<file path="src/lsbbm_pkg.sv">
// constants and types for the led switch / analog mux / dead-time register slice
package lsbbm_pkg;
   // ---------------------------------------------
   // register indices and byte addresses
   // ---------------------------------------------
   localparam int ADDR_W = 12;
   localparam logic [ADDR_W-1:0] IDX_CH3_HI = 12'h007;
   localparam logic [ADDR_W-1:0] IDX_CH3_LO = 12'h008;
   localparam logic [ADDR_W-1:0] IDX_SW_CTRL = 12'h009;
   localparam logic [ADDR_W-1:0] IDX_AMUX = 12'h00A;
   localparam logic [ADDR_W-1:0] IDX_BBM = 12'h00B;
   localparam logic [ADDR_W-1:0] IDX_MODE = 12'h011;
   localparam logic [ADDR_W-1:0] ADDR_CH3_HI = IDX_CH3_HI << 2;
   localparam logic [ADDR_W-1:0] ADDR_CH3_LO = IDX_CH3_LO << 2;
   localparam logic [ADDR_W-1:0] ADDR_SW_CTRL = IDX_SW_CTRL << 2;
   localparam logic [ADDR_W-1:0] ADDR_AMUX = IDX_AMUX << 2;
   localparam logic [ADDR_W-1:0] ADDR_BBM = IDX_BBM << 2;
   localparam logic [ADDR_W-1:0] ADDR_MODE = IDX_MODE << 2;
   // ---------------------------------------------
   // reset values and field positions
   // ---------------------------------------------
   localparam logic [7:0] RST_BYTE = 8'h00;
   localparam int SW_CTRL_SW_LSB = 5;
   localparam int SW_CTRL_TRIM_MSB = 4;
   localparam int AMUX_EN_BIT = 7;
   localparam int AMUX_CAL_BIT = 6;
   localparam int AMUX_GAIN_MSB = 5;
   localparam int AMUX_GAIN_LSB = 4;
   localparam int AMUX_SEL_MSB = 3;
   localparam int MODE_DIRECT_BIT = 0;
   // ---------------------------------------------
   // timing
   // ---------------------------------------------
   localparam int CLK_PERIOD_NS = 50;
   localparam int SW_OFF_MIN_NS = 333;
   localparam int SW_OFF_MAX_NS = 444;
   localparam int SW_OFF_CYC = (SW_OFF_MIN_NS + CLK_PERIOD_NS - 1) / CLK_PERIOD_NS;
   localparam int SW_OFF_MAX_CYC = SW_OFF_MAX_NS / CLK_PERIOD_NS;
   localparam int BBM_FIRST_NS = 333;
   localparam int BBM_STEP_NS = 111;
   localparam int CNT_W = 10;
   localparam logic [CNT_W-1:0] CNT_ONE = 10'h001;
   localparam logic [CNT_W-1:0] CNT_OFF_LAST = CNT_W'(SW_OFF_CYC - 1);
   localparam logic [1:0] HTRANS_NONSEQ = 2'h2;
   localparam logic [31:0] WORD_ZERO = 32'h0000_0000;

   typedef enum logic [1:0] {
      ST_RUN = 2'b00,
      ST_BREAK = 2'b01,
      ST_DEAD = 2'b10
   } lsbbm_state_t;
endpackage

</file>
<file path="src/lsbbm_regs.sv">
// register slice with ahb-lite slave, direct switch control and break-before-make sequencer
`timescale 1ns/1ps
`default_nettype none

// Overview of operation
// [RQ1] The low byte of channel 3's ten-bit current code is an eight-bit read/write register reset to zero.
// [RQ2] Bits 9 and 8 of that code come from bits 1 and 0 of the preceding register; its upper bits are kept as is.
// [RQ3] Every code from zero to the ten-bit maximum is passed to the current output unchanged.
// [RQ4] With direct control on, switch-control bits 7, 6 and 5 drive channel 3, 2 and 1 switches.
// [RQ5] With direct control off, those bits are stored but do not affect any switch.
// [RQ6] The analog mux register holds enable, calibration disable, two-bit gain and four-bit input select, reset zero.
// [RQ7] The eight-bit dead-time code gives zero delay for code 0, 333 ns for code 1 and 111 ns more per step.
// [RQ8] After the colour select input changes, the active switches turn off within 333 to 444 ns.
module lsbbm_regs
   import lsbbm_pkg::*;
(
   input wire logic hclk,
   input wire logic hresetn,
   input wire logic hsel,
   input wire logic [31:0] haddr,
   input wire logic [1:0] htrans,
   input wire logic hwrite,
   input wire logic [2:0] hsize,
   input wire logic [31:0] hwdata,
   input wire logic hready,
   output logic hreadyout,
   output logic hresp,
   output logic [31:0] hrdata,
   input wire logic [1:0] colour_channel_select,
   output logic [9:0] channel3_current_code,
   output logic [2:0] channel_switch_on,
   output logic [4:0] undervoltage_trim,
   output logic analog_mux_enable,
   output logic analog_calibration_disable,
   output logic [1:0] analog_gain_select,
   output logic [3:0] analog_input_select
);

   // ---------------------------------------------
   // helpers
   // ---------------------------------------------
   // select 1..3 picks channel 1..3; 0 leaves all off
   function automatic logic [2:0] sel_decode(input logic [1:0] sel);
      logic [2:0] m;
      m = 3'h0;
      if (sel != 2'h0) begin
         m[sel - 2'h1] = 1'b1;
      end
      return m;
   endfunction

   // least time, so round up
   function automatic logic [CNT_W-1:0] dead_cycles(input logic [7:0] code);
      int ns;
      ns = 0;
      if (code != 8'h00) begin
         ns = BBM_FIRST_NS + BBM_STEP_NS * (int'(code) - 1);
      end
      return CNT_W'((ns + CLK_PERIOD_NS - 1) / CLK_PERIOD_NS);
   endfunction

   // ---------------------------------------------
   // bus slave
   // ---------------------------------------------
   logic dp_wr_r;
   logic [ADDR_W-1:0] dp_addr_r;
   logic [31:0] hrdata_r;
   logic [7:0] ch3_hi_r, ch3_lo_r, sw_ctrl_r, amux_r, bbm_r, mode_r;
   logic [7:0] ch3_hi_nxt, ch3_lo_nxt, sw_ctrl_nxt, amux_nxt, bbm_nxt, mode_nxt;
   wire logic take = hsel && hready && (htrans == HTRANS_NONSEQ);
   wire logic [ADDR_W-1:0] a_addr = haddr[ADDR_W-1:0];
   wire logic we_hi = dp_wr_r && (dp_addr_r == ADDR_CH3_HI);
   wire logic we_lo = dp_wr_r && (dp_addr_r == ADDR_CH3_LO);
   wire logic we_sw = dp_wr_r && (dp_addr_r == ADDR_SW_CTRL);
   wire logic we_amux = dp_wr_r && (dp_addr_r == ADDR_AMUX);
   wire logic we_bbm = dp_wr_r && (dp_addr_r == ADDR_BBM);
   wire logic we_mode = dp_wr_r && (dp_addr_r == ADDR_MODE);
   wire logic [7:0] wbyte = hwdata[7:0];

   // [RQ1] low byte store
   assign ch3_lo_nxt = we_lo ? wbyte : ch3_lo_r;
   // [RQ2] upper code bits store
   assign ch3_hi_nxt = we_hi ? wbyte : ch3_hi_r;
   assign sw_ctrl_nxt = we_sw ? wbyte : sw_ctrl_r;
   // [RQ6] mux control store
   assign amux_nxt = we_amux ? wbyte : amux_r;
   assign bbm_nxt = we_bbm ? wbyte : bbm_r;
   assign mode_nxt = we_mode ? wbyte : mode_r;

   // read muxed from next values so a read right after a write sees it
   wire logic [7:0] rd_byte =
      (a_addr == ADDR_CH3_HI) ? ch3_hi_nxt :
      (a_addr == ADDR_CH3_LO) ? ch3_lo_nxt :
      (a_addr == ADDR_SW_CTRL) ? sw_ctrl_nxt :
      (a_addr == ADDR_AMUX) ? amux_nxt :
      (a_addr == ADDR_BBM) ? bbm_nxt :
      (a_addr == ADDR_MODE) ? mode_nxt : RST_BYTE;
   wire logic [31:0] hrdata_nxt = (take && !hwrite) ? {24'h00_0000, rd_byte} : hrdata_r;

   always_ff @(posedge hclk or negedge hresetn) begin
      if (!hresetn) begin
         dp_wr_r <= 1'b0;
         dp_addr_r <= '0;
         hrdata_r <= WORD_ZERO;
         ch3_hi_r <= RST_BYTE;
         ch3_lo_r <= RST_BYTE;
         sw_ctrl_r <= RST_BYTE;
         amux_r <= RST_BYTE;
         bbm_r <= RST_BYTE;
         mode_r <= RST_BYTE;
      end else begin
         dp_wr_r <= take && hwrite;
         dp_addr_r <= a_addr;
         hrdata_r <= hrdata_nxt;
         ch3_hi_r <= ch3_hi_nxt;
         ch3_lo_r <= ch3_lo_nxt;
         sw_ctrl_r <= sw_ctrl_nxt;
         amux_r <= amux_nxt;
         bbm_r <= bbm_nxt;
         mode_r <= mode_nxt;
      end
   end

   // zero wait states, always okay
   assign hreadyout = 1'b1;
   assign hresp = 1'b0;
   assign hrdata = hrdata_r;

   // ---------------------------------------------
   // field outputs
   // ---------------------------------------------
   // [RQ3] full code range passed through
   assign channel3_current_code = {ch3_hi_r[1:0], ch3_lo_r};
   assign undervoltage_trim = sw_ctrl_r[SW_CTRL_TRIM_MSB:0];
   assign analog_mux_enable = amux_r[AMUX_EN_BIT];
   assign analog_calibration_disable = amux_r[AMUX_CAL_BIT];
   assign analog_gain_select = amux_r[AMUX_GAIN_MSB:AMUX_GAIN_LSB];
   assign analog_input_select = amux_r[AMUX_SEL_MSB:0];

   // ---------------------------------------------
   // switch sequencer
   // ---------------------------------------------
   lsbbm_state_t state_r, state_nxt;
   logic [CNT_W-1:0] cnt_r, cnt_nxt;
   logic [1:0] sel_r;
   logic [2:0] sw_r, sw_nxt;
   wire logic direct_en = mode_r[MODE_DIRECT_BIT];
   wire logic [2:0] direct_bits = sw_ctrl_r[7:SW_CTRL_SW_LSB];
   wire logic sel_chg = colour_channel_select != sel_r;
   wire logic [CNT_W-1:0] dead_cyc = dead_cycles(bbm_r);
   logic [2:0] seq_sw;

   // changes during break or dead time do not restart it; the newest select wins
   always_comb begin
      state_nxt = state_r;
      cnt_nxt = cnt_r + CNT_ONE;
      seq_sw = sel_decode(sel_r);
      case (state_r)
         ST_RUN: begin
            cnt_nxt = CNT_ONE;
            seq_sw = sw_r;
            if (sel_chg) begin
               state_nxt = ST_BREAK;
            end
         end
         ST_BREAK: begin
            seq_sw = sw_r;
            // [RQ8] switches off after fixed turn-off delay
            if (cnt_r == CNT_OFF_LAST) begin
               seq_sw = 3'h0;
               cnt_nxt = CNT_ONE;
               state_nxt = (dead_cyc == '0) ? ST_RUN : ST_DEAD;
               if (dead_cyc == '0) begin
                  seq_sw = sel_decode(colour_channel_select);
               end
            end
         end
         ST_DEAD: begin
            seq_sw = 3'h0;
            // [RQ7] hold off for the coded dead time
            if (cnt_r >= dead_cyc) begin
               seq_sw = sel_decode(colour_channel_select);
               state_nxt = ST_RUN;
            end
         end
         default: begin
            state_nxt = ST_RUN;
            seq_sw = 3'h0;
         end
      endcase
   end

   // [RQ4] direct bits drive switches
   // [RQ5] stored bits ignored unless direct
   assign sw_nxt = direct_en ? direct_bits : seq_sw;

   always_ff @(posedge hclk or negedge hresetn) begin
      if (!hresetn) begin
         state_r <= ST_RUN;
         cnt_r <= '0;
         sel_r <= 2'h0;
         sw_r <= 3'h0;
      end else begin
         state_r <= state_nxt;
         cnt_r <= cnt_nxt;
         sel_r <= colour_channel_select;
         sw_r <= sw_nxt;
      end
   end

   assign channel_switch_on = sw_r;

   // ---------------------------------------------
   // assertions
   // ---------------------------------------------
   property p_lo_write;
      @(posedge hclk) disable iff (!hresetn)
      we_lo |=> channel3_current_code[7:0] == $past(hwdata[7:0]);
   endproperty
   a_lo_write: assert property (p_lo_write) else $error("low code byte not stored"); // [RQ1]

   property p_hi_write;
      @(posedge hclk) disable iff (!hresetn)
      we_hi |=> channel3_current_code[9:8] == $past(hwdata[1:0]);
   endproperty
   a_hi_write: assert property (p_hi_write) else $error("upper code bits not taken"); // [RQ2]

   property p_code_hold;
      @(posedge hclk) disable iff (!hresetn)
      (!we_lo && !we_hi) |=> $stable(channel3_current_code);
   endproperty
   a_code_hold: assert property (p_code_hold) else $error("current code changed without write"); // [RQ3]

   property p_direct;
      @(posedge hclk) disable iff (!hresetn)
      direct_en |=> channel_switch_on == $past(sw_ctrl_r[7:5]);
   endproperty
   a_direct: assert property (p_direct) else $error("direct bits not on switches"); // [RQ4]

   property p_no_direct;
      @(posedge hclk) disable iff (!hresetn)
      (!direct_en && state_r == ST_RUN && !sel_chg && !$past(direct_en)) |=> $stable(channel_switch_on);
   endproperty
   a_no_direct: assert property (p_no_direct) else $error("switch moved without cause"); // [RQ5]

   property p_amux;
      @(posedge hclk) disable iff (!hresetn)
      we_amux |=> {analog_mux_enable, analog_calibration_disable, analog_gain_select,
                   analog_input_select} == $past(hwdata[7:0]);
   endproperty
   a_amux: assert property (p_amux) else $error("mux control fields wrong"); // [RQ6]

   property p_dead_len;
      @(posedge hclk) disable iff (!hresetn)
      (state_r == ST_DEAD && cnt_r == dead_cyc && !direct_en) |=>
         state_r == ST_RUN && channel_switch_on == sel_decode($past(colour_channel_select));
   endproperty
   a_dead_len: assert property (p_dead_len) else $error("dead time end wrong"); // [RQ7]

   property p_dead_off;
      @(posedge hclk) disable iff (!hresetn)
      (state_r == ST_DEAD && !direct_en && !$past(direct_en)) |-> channel_switch_on == 3'h0;
   endproperty
   a_dead_off: assert property (p_dead_off) else $error("switch on during dead time"); // [RQ7]

   property p_break;
      @(posedge hclk) disable iff (!hresetn)
      (sel_chg && state_r == ST_RUN && !direct_en) ##1 (!direct_en)[*7] |-> channel_switch_on == 3'h0
         || $past(state_r) == ST_BREAK && dead_cyc == '0;
   endproperty
   a_break: assert property (p_break) else $error("switches not off in time"); // [RQ8]

   // lower bound: a too-short break would slip past a_break alone
   property p_break_early;
      @(posedge hclk) disable iff (!hresetn)
      (sel_chg && state_r == ST_RUN && !direct_en) ##1 (!direct_en)[*6] |->
         channel_switch_on == $past(channel_switch_on, 6);
   endproperty
   a_break_early: assert property (p_break_early) else $error("switches moved before break time"); // [RQ8]

   property p_bbm_store;
      @(posedge hclk) disable iff (!hresetn)
      we_bbm |=> bbm_r == $past(hwdata[7:0]);
   endproperty
   a_bbm_store: assert property (p_bbm_store) else $error("dead time code not stored"); // [RQ7]

   property p_sw_store;
      @(posedge hclk) disable iff (!hresetn)
      we_sw |=> {direct_bits, undervoltage_trim} == $past(hwdata[7:0]);
   endproperty
   a_sw_store: assert property (p_sw_store) else $error("switch control byte not stored"); // [RQ5]

   c_sel_change: cover property (@(posedge hclk) disable iff (!hresetn) sel_chg && !direct_en);
   c_dead_done: cover property (@(posedge hclk) disable iff (!hresetn)
      state_r == ST_DEAD ##1 state_r == ST_RUN);
   c_direct: cover property (@(posedge hclk) disable iff (!hresetn) direct_en && we_sw);
   c_read: cover property (@(posedge hclk) disable iff (!hresetn) take && !hwrite);
   c_sel_off: cover property (@(posedge hclk) disable iff (!hresetn)
      state_r == ST_BREAK && colour_channel_select == 2'h0);

endmodule

`default_nettype wire

</file>
<file path="config.mk">
export PLATFORM = sky130hd
export DESIGN_NAME = lsbbm_regs
export DESIGN_NICKNAME = d
export VERILOG_FILES = /design/src/lsbbm_pkg.sv /design/src/lsbbm_regs.sv
export SDC_FILE = /design/constraint.sdc
export NUM_CORES = 1
export LEC_CHECK = 0
export ABC_CLOCK_PERIOD_IN_PS = 18870
export BUFFER_PORTS_ARGS = -buffer_cell sky130_fd_sc_hd__buf_2
export CAP_MARGIN = 20
export CORE_ASPECT_RATIO = 1.1
export CORE_MARGIN = 2
export CORE_UTILIZATION = 40
export DETAILED_ROUTE_END_ITERATION = 12
export SETUP_SLACK_MARGIN = 0.3
export SLEW_MARGIN = 40
export SYNTH_ARGS = -nofsm -noshare
export SYNTH_HDL_FRONTEND = slang
export SYNTH_SLANG_ARGS = --single-unit
</file>
<file path="constraint.sdc">
create_clock -name hclk -period 18.87 [get_ports hclk]
set_input_delay 3.774 -clock hclk [delete_from_list [all_inputs] [get_ports hclk]]
set_output_delay 3.774 -clock hclk [all_outputs]
set_load 0.01 [all_outputs]
</file>
==> metrics.cfg, run 1 <==
[final_layout]
final_util=0.441
area_growth_pct=8.31
design_area_mm2=0.0112
antenna_cells=0
n_fill_cell=2554
register_area_mm2=0.00215
fin_nets=1399
drive_above_1_share=0.179
multiInputGateArea_mm2=0.00761

[drt]
drt-total-wl_mm=24.5
vias=8951
final_antenna_net_count=0
drt_iter0_markers=556
routedWlPerCell_um=15.5
drc_errors=0
first_pass_iters=5
via_per_inst=5.65

[sta]
fin_crit_sh=0.912
fmax_mhz=58.1
relSlewSlack=0.446
worst_slack_ns=1.67
fin_crit_ns=17.20
hold_violations=0
rsz0062_at_grt=no
finClkSkew_ns=0.00795
slew_viol_final=0
tightest_slew_ns=0.825
setup_viol=0
timing.setup.tns_ns=0

[worst_setup_path]
end_kind=flip-flop
cp_top_family=compound AO/OA/AOI/OAI gates
crit_fanout=14
path_buf_inv=4
slowest_delay_ns=0.55
startpoint_type=flip-flop
rrSetupSlack_ns=1.67
cp.arrival_ns=17.42
r2r_start=bbm_r[1]
reg2reg_to=state_r[0]
r2r_cells=64
crit_required_ns=19.09
crit_slowest_cell=or4_4
critical_path_class=reg -> reg
crit_top_cell=ha_1

[global_routing]
met2_usage=0.310
grt_pass1_vias=8598
grt_max_degree=49
grt_use_met3=0.0222
grt_util_all_layers=0.181
antenna_found_initial=0
gr-usage-met1=0.242
top_usage_layer=met2
grt_overflow=0
grt_pass1_wl_mm=41.7

[run_status]
status=finished, final reports clean

[hold_path]
min_path_type=reg -> reg
min_to=ch3_hi_r[2]
holdPathStages=1
hold_path.startpoint=ch3_hi_r[2]

[yosys]
synth_top_area_share=0.208
yosysWarnings=0
yosysSeqAreaShare=0.208
synth_edf_count=0
synthArstFlopShare=1.00
ys_ff_latch=86
synth_cell_types=114
synth_area_leader_cell=dfrtp_1
avgSynthCellArea_um2=8.66
syn_area_mm2=0.0103
syn_inst=1192
synth_area_leaders=dfrtp_1 (21%), ha_1 (7.5%), mux2_2 (6.3%)
ys.flop_type=dfrtp_1

[placement]
dp_slack_ns=1.21
hpwl_mm=19.4
place_congestion=0.842
port_buffers=62
place_area_mm2=0.0108

[floorplanning]
initial_core_util=0.408
die_x_um=157
die-area_mm2=0.0271
core_mm2=0.0253
die_h_um=173
pin_count=136
rows=61

[clock_network]
clock_latency_ns=0.33
cts_buffers=9
clkTransAtPathRegs_ns=0.06
clk_path_buf_depth=2
clock_sinks=86
htreeDepth=3
cts_tree=done
cts_hold_buf=0
cts_root_buf=clkbuf_16

[flow_run]
maxCapViolCount=0

## cells in the final DEF (no fill, tap or decap), types with 12 or more instances in the layout
cell,netlist,layout
nor2_1,89,89
dfrtp_1,86,85
nand2_1,82,82
inv_1,78,78
buf_2,10,63
ha_1,62,62
mux2_2,58,58
a21oi_1,57,57
nand3_1,44,44
o21ai_0,36,36
xnor2_1,36,33
nor3_1,28,27
xor2_1,28,27
fa_1,27,27
conb_1,2,27
nor2b_1,23,23
a21o_1,22,22
and2_1,17,17
mux2i_1,15,15
a31oi_1,15,14
and3_1,13,13
a211o_1,13,13
a311oi_1,13,13
buf_4,37,12
## registers in the layout, summed over array words and instances, names as in the netlist, 3 cells and up
| signal | cells |
|---|---|
| hrdata | 8 |
| ch3_hi_r | 8 |
| cnt_r | 10 |
| ch3_lo_r | 8 |
| bbm_r | 8 |
| amux_r | 8 |
| dp_addr_r | 12 |
| channel_switch_on | 3 |
| mode_r | 8 |
| sw_ctrl_r | 8 |
## metal layers
metal / wire length, µm / up-vias
met3: 760 / 26
met5: 0 / -
met2: 12000 / 162
met1: 11400 / 4312
met4: 302 / 0
li1: - / 4451
## final cells by class
cell class              count  share of cell area
multi-input cells         983               0.680
flip-flops and latches     86               0.193
well taps                 346              0.0387
repair buffers             75              0.0362
inverters                  79              0.0265
clock buffers              12              0.0220
clock inverters             3             0.00391
## cells in the mapped netlist, drive strengths merged, types with 5 or more instances
cell / n
and2: 18
xnor2: 37
mux2: 62
inv: 79
nor3: 32
o22ai: 8
a31o: 13
nor2b: 23
a31oi: 19
mux2i: 17
nand2b: 11
o211ai: 12
nand4: 11
o21a: 12
or3: 12
buf: 53
o21ai: 50
nand2: 82
a22oi: 8
a21oi: 59
a211oi: 16
nor2: 89
dfrtp: 86
a211o: 13
o31a: 6
clkbuf: 16
nor4: 11
and3: 15
nor4b: 5
a21o: 22
or2: 13
xor2: 29
nand3b: 7
a311oi: 14
o221ai: 6
ha: 62
or4: 5
a21boi: 6
fa: 27
nand3: 46
## what timing repair did
action,in CTS,in global routing
resized for setup,0,7
setup buffers,0,3
setup endpoints to repair,0,5
## how the worst max path moves through the flow
stage                         from  cells past startpoint         end
after floorplan           bbm_r[0]                     65  state_r[0]
after detailed placement  bbm_r[0]                     65  state_r[0]
final                     bbm_r[1]                     64  state_r[0]
after global placement    bbm_r[0]                     64  state_r[0]
after CTS                 bbm_r[0]                     64  state_r[0]
after global routing      bbm_r[1]                     65  state_r[0]
## cells by family after synthesis
kind of cell,after synthesis,share of synthesized area
AOI/OAI and AO/OA,327,0.245
xor gates and xnor gates,66,0.0574
adders and majority gates,89,0.127
buffers and inverters,148,0.0706
DFF,86,0.208
muxes,79,0.0864
other,2,0.000727
and+or+nand+nor,395,0.204
## worst reg2reg max path, delay by kind of cell (launching register included)
kind | cells | cell delay, ns
DFF | 1 | 0.45
and+or+nand+nor | 17 | 4.02
buffers and inverters | 4 | 0.33
xor gates and xnor gates | 2 | 0.63
AOI/OAI and AO/OA | 30 | 7.77
muxes | 3 | 1.06
adders and majority gates | 8 | 2.86
## metrics by stage
stage,std cells,hold WS [ns]
detailed placement,1565,0.480
global placement,1564,0.475
finish,1584,0.489
CTS,1580,0.494
floorplan,1217,0.463
global route,1584,0.502
Power of run 1 is left out: the tool's default activity adds up to more than one toggle a clock period on the data nets, which glitch-free logic cannot reach.
==> run 2: changes to the inputs <==
- REMOVE_ABC_BUFFERS: not set -> 1
==> metrics.cfg, run 2 (synthesized netlist as in run 1, its figures left out) <==
[run_status]
status=finished, final reports clean

[floorplanning]
die_h_um=173
die-area_mm2=0.0271
initial_core_util=0.408
core_mm2=0.0253
pin_count=136
die_x_um=157
rows=61

[worst_setup_path]
critical_path_class=reg -> reg
crit_top_cell=inv_1
slowest_delay_ns=0.58
startpoint_type=flip-flop
crit_required_ns=19.09
crit_fanout=14
end_kind=flip-flop
crit_slowest_cell=fa_1
cp.arrival_ns=17.44

[placement]
place_area_mm2=0.0108
hpwl_mm=19.1
place_inst=1564
port_buffers=62
place_congestion=0.854

[final_layout]
final_cell_mix=nor2_1 (89), dfrtp_1 (85), nand2_1 (82)
final_common_cell=nor2_1
antenna_cells=0
area_growth_pct=8.57
n_fill_cell=2539
largest_reg_flops=12
multiInputGateArea_mm2=0.00761
regMostFlops=dp_addr_r
design_area_mm2=0.0112
register_area_mm2=0.00215
top_regs=dp_addr_r: 12 flops, cnt_r: 10 flops
fin_nets=1395
stdcell_count=1581
drive_above_1_share=0.178

[sta]
fin_crit_ns=17.23
slew_viol_final=0
finClkSkew_ns=0.00451
setup_viol=0
timing.setup.tns_ns=0
hold_violations=0
tightest_slew_ns=0.833
fin_crit_sh=0.913
fmax_mhz=58.1
rsz0062_at_grt=no
relSlewSlack=0.440

[clock_network]
clkTransAtPathRegs_ns=0.06
htreeDepth=3
cts_hold_buf=0
cts_tree=done
clk_path_buf_depth=2
clock_latency_ns=0.33
cts_buffers=9
cts_root_buf=clkbuf_16
clock_sinks=86

[hold_path]
min_path_type=reg -> reg

[global_routing]
grt_pass1_vias=8465
grt_max_degree=87
grt_util_all_layers=0.176
antenna_found_initial=0
grt_overflow=0
grt_pass1_wl_mm=40.7

[drt]
via_per_inst=5.54
wl_met3_um=749
drt-total-wl_mm=24.2
drt_iter0_markers=592
final_antenna_net_count=0
wl_met1_mm=11.6
first_pass_iters=5
route.top_layer_used=met4
routedWlPerCell_um=15.3
vias=8754
met2_length_mm=11.6
drc_errors=0

[flow_run]
maxCapViolCount=0

[run 2: critical path, delay by kind of cell, from the launching register on]
family	cells	cell delay, ns
compound gates	29	7.63
simple gates	17	3.90
fa+ha+maj	8	3.26
mux	3	1.05
buf+inv	7	0.79
flops	1	0.52
[run 2: timing repair]
| action | 4_1_cts | 5_1_grt |
|---|---|---|
| buffers inserted | 0 | 1 |
| resized for setup | 0 | 8 |
| endpoints found under the setup margin | 0 | 5 |
[run 2: metal layers]
layer	track usage	up-vias
li1	-	4432
met1	0.239	4155
met2	0.301	149
met3	0.0189	18
met4	0.0394	0
met5	0	-
[run 2: layout make-up]
type | count | share of cell area
multi-input cells | 983 | 0.679
flip-flops and latches | 86 | 0.192
well taps | 346 | 0.0386
repair buffers | 71 | 0.0343
inverters | 79 | 0.0264
clock buffers | 13 | 0.0241
clock inverters | 3 | 0.00580
[run 2: per-stage QoR]
stage | hold slack [ns] | setup WS (ns) | util
2_1_floorplan | 0.463 | 3.60 | -
3_3_place_gp | 0.475 | 1.28 | 0.426
3_5_place_dp | 0.483 | 1.15 | 0.426
4_1_cts | 0.496 | 1.10 | 0.440
5_1_grt | 0.504 | 0.366 | 0.442
6_report | 0.495 | 1.64 | 0.442
[run 2: worst paths after layout]
kind / from / endpoint / slack (ns) / cells past startpoint
worst min-delay path: ch3_hi_r[2] / ch3_hi_r[2] / 0.49 / 1
worst min register to register: ch3_hi_r[2] / ch3_hi_r[2] / 0.49 / 1
worst max-delay path: bbm_r[0] / state_r[0] / 1.64 / 64
max in group asynchronous: hresetn / bbm_r[0] / 14.88 / 1
worst max register to register: bbm_r[0] / state_r[0] / 1.64 / 64
min in group asynchronous: hresetn / dp_wr_r / 3.48 / 1
Power of run 2 is left out for the same reason.
==> run 3: changes to the inputs <==
==> constraint.sdc (replaced) <==
create_clock -name hclk -period 18.87 [get_ports hclk]
set_input_delay 1.887 -clock hclk [delete_from_list [all_inputs] [get_ports hclk]]
set_output_delay 1.887 -clock hclk [all_outputs]
set_load 0.01 [all_outputs]
==> metrics.cfg, run 3 (synthesized netlist as in run 1, its figures left out) <==
[run_status]
status=finished, final reports clean

[worst_setup_path]
r2r_start=bbm_r[0]
end_kind=flip-flop
critical_path_class=reg -> reg
startpoint_type=flip-flop
startpoint=bbm_r[0]
crit_slowest_cell=fa_1
crit_end=state_r[0]
slowest_delay_ns=0.58
crit_fanout=14
cp.arrival_ns=17.40
rrSetupSlack_ns=1.69
crit_top_cell=a21oi_1
reg2reg_to=state_r[0]
crit_required_ns=19.09
r2r_cells=67

[flow_run]
maxCapViolCount=0

[sta]
hold_violations=0
fmax_mhz=58.2
relSlewSlack=0.489
tightest_slew_ns=0.764
fin_crit_sh=0.910
rsz0062_at_grt=no
slew_viol_final=0
finClkSkew_ns=0.00569
fin_crit_ns=17.18
setup_viol=0
timing.setup.tns_ns=0

[final_layout]
final_common_cell=nor2_1
regMostFlops=dp_addr_r
largest_reg_flops=12
n_fill_cell=2574
top_regs=dp_addr_r: 12 flops, cnt_r: 10 flops
antenna_cells=0
fin_nets=1399
area_growth_pct=8.52
drive_above_1_share=0.182
final_cell_mix=nor2_1 (89), dfrtp_1 (85), nand2_1 (82)

[floorplanning]
pin_count=136
core_mm2=0.0253
die_h_um=173
initial_core_util=0.408
die_x_um=157
die-area_mm2=0.0271
rows=61

[placement]
hpwl_mm=19.4
place_congestion=0.871
port_buffers=62

[drt]
route.top_layer_used=met4
met2_length_mm=11.9
drt_iter0_markers=537
via_per_inst=5.54
vias=8785
first_pass_iters=5
final_antenna_net_count=0
wl_met3_um=748
wl_met1_mm=11.5
drt-total-wl_mm=24.4
drc_errors=0
routedWlPerCell_um=15.4

[clock_network]
clock_latency_ns=0.33
htreeDepth=3
cts_buffers=9
clkTransAtPathRegs_ns=0.06
clk_path_buf_depth=2
cts_root_buf=clkbuf_16
cts_hold_buf=0
cts_tree=done
clock_sinks=86

[hold_path]
hold_path.startpoint=mode_r[1]
holdPathStages=1
min_path_type=reg -> reg

[global_routing]
grt_util_all_layers=0.180
grt_pass1_wl_mm=41.5
grt_max_degree=87
grt_overflow=0
antenna_found_initial=0
grt_pass1_vias=8541

==> run 3: per-stage QoR <==
stage	cells	instance area, µm²	hold WS, ns	setup WS [ns]	util
final	1585	11200	0.490	1.69	0.442
after global routing	1585	11200	0.507	0.381	0.442
after CTS	1580	11100	0.494	1.03	0.437
after detailed placement	1564	10800	0.482	1.09	0.426
after global placement	1563	10800	0.475	1.32	0.426
after floorplan	1148	9990	0.463	3.60	-
==> run 3: final cells by class <==
cell class              count  area (µm²)  share of cell area
well taps                 346         433              0.0386
multi-input cells         983        7630               0.681
repair buffers             75         427              0.0381
clock inverters             4        22.5             0.00201
inverters                  79         297              0.0265
flip-flops and latches     86        2150               0.192
clock buffers              12         246              0.0220
==> run 3: worst max-delay path, delay by kind of cell (launching register included) <==
| family | cells | cell delay (ns) |
|---|---|---|
| compound gates | 30 | 7.79 |
| xor+xnor | 1 | 0.34 |
| fa+ha+maj | 8 | 3.26 |
| buf+inv | 10 | 1.27 |
| flops | 1 | 0.52 |
| mux | 2 | 0.74 |
| simple gates | 16 | 3.12 |
==> run 3: how the worst min path moves through the flow <==
stage,to,slack (ns)
5_1_grt,mode_r[1],0.51
3_5_place_dp,ch3_hi_r[5],0.48
2_1_floorplan,channel_switch_on[1],0.46
6_report,mode_r[1],0.49
3_3_place_gp,ch3_hi_r[7],0.47
4_1_cts,mode_r[1],0.49
==> run 3: what timing repair did <==
action | CTS | global route
setup endpoints to repair | 0 | 5
buffers inserted | 0 | 5
resized for setup | 0 | 8
==> run 3: layer usage <==
metal	global-route usage	vias up
met5	0	-
li1	-	4426
met3	0.0197	16
met1	0.242	4190
met2	0.315	153
met4	0.0303	0
Power of run 3 is left out for the same reason.
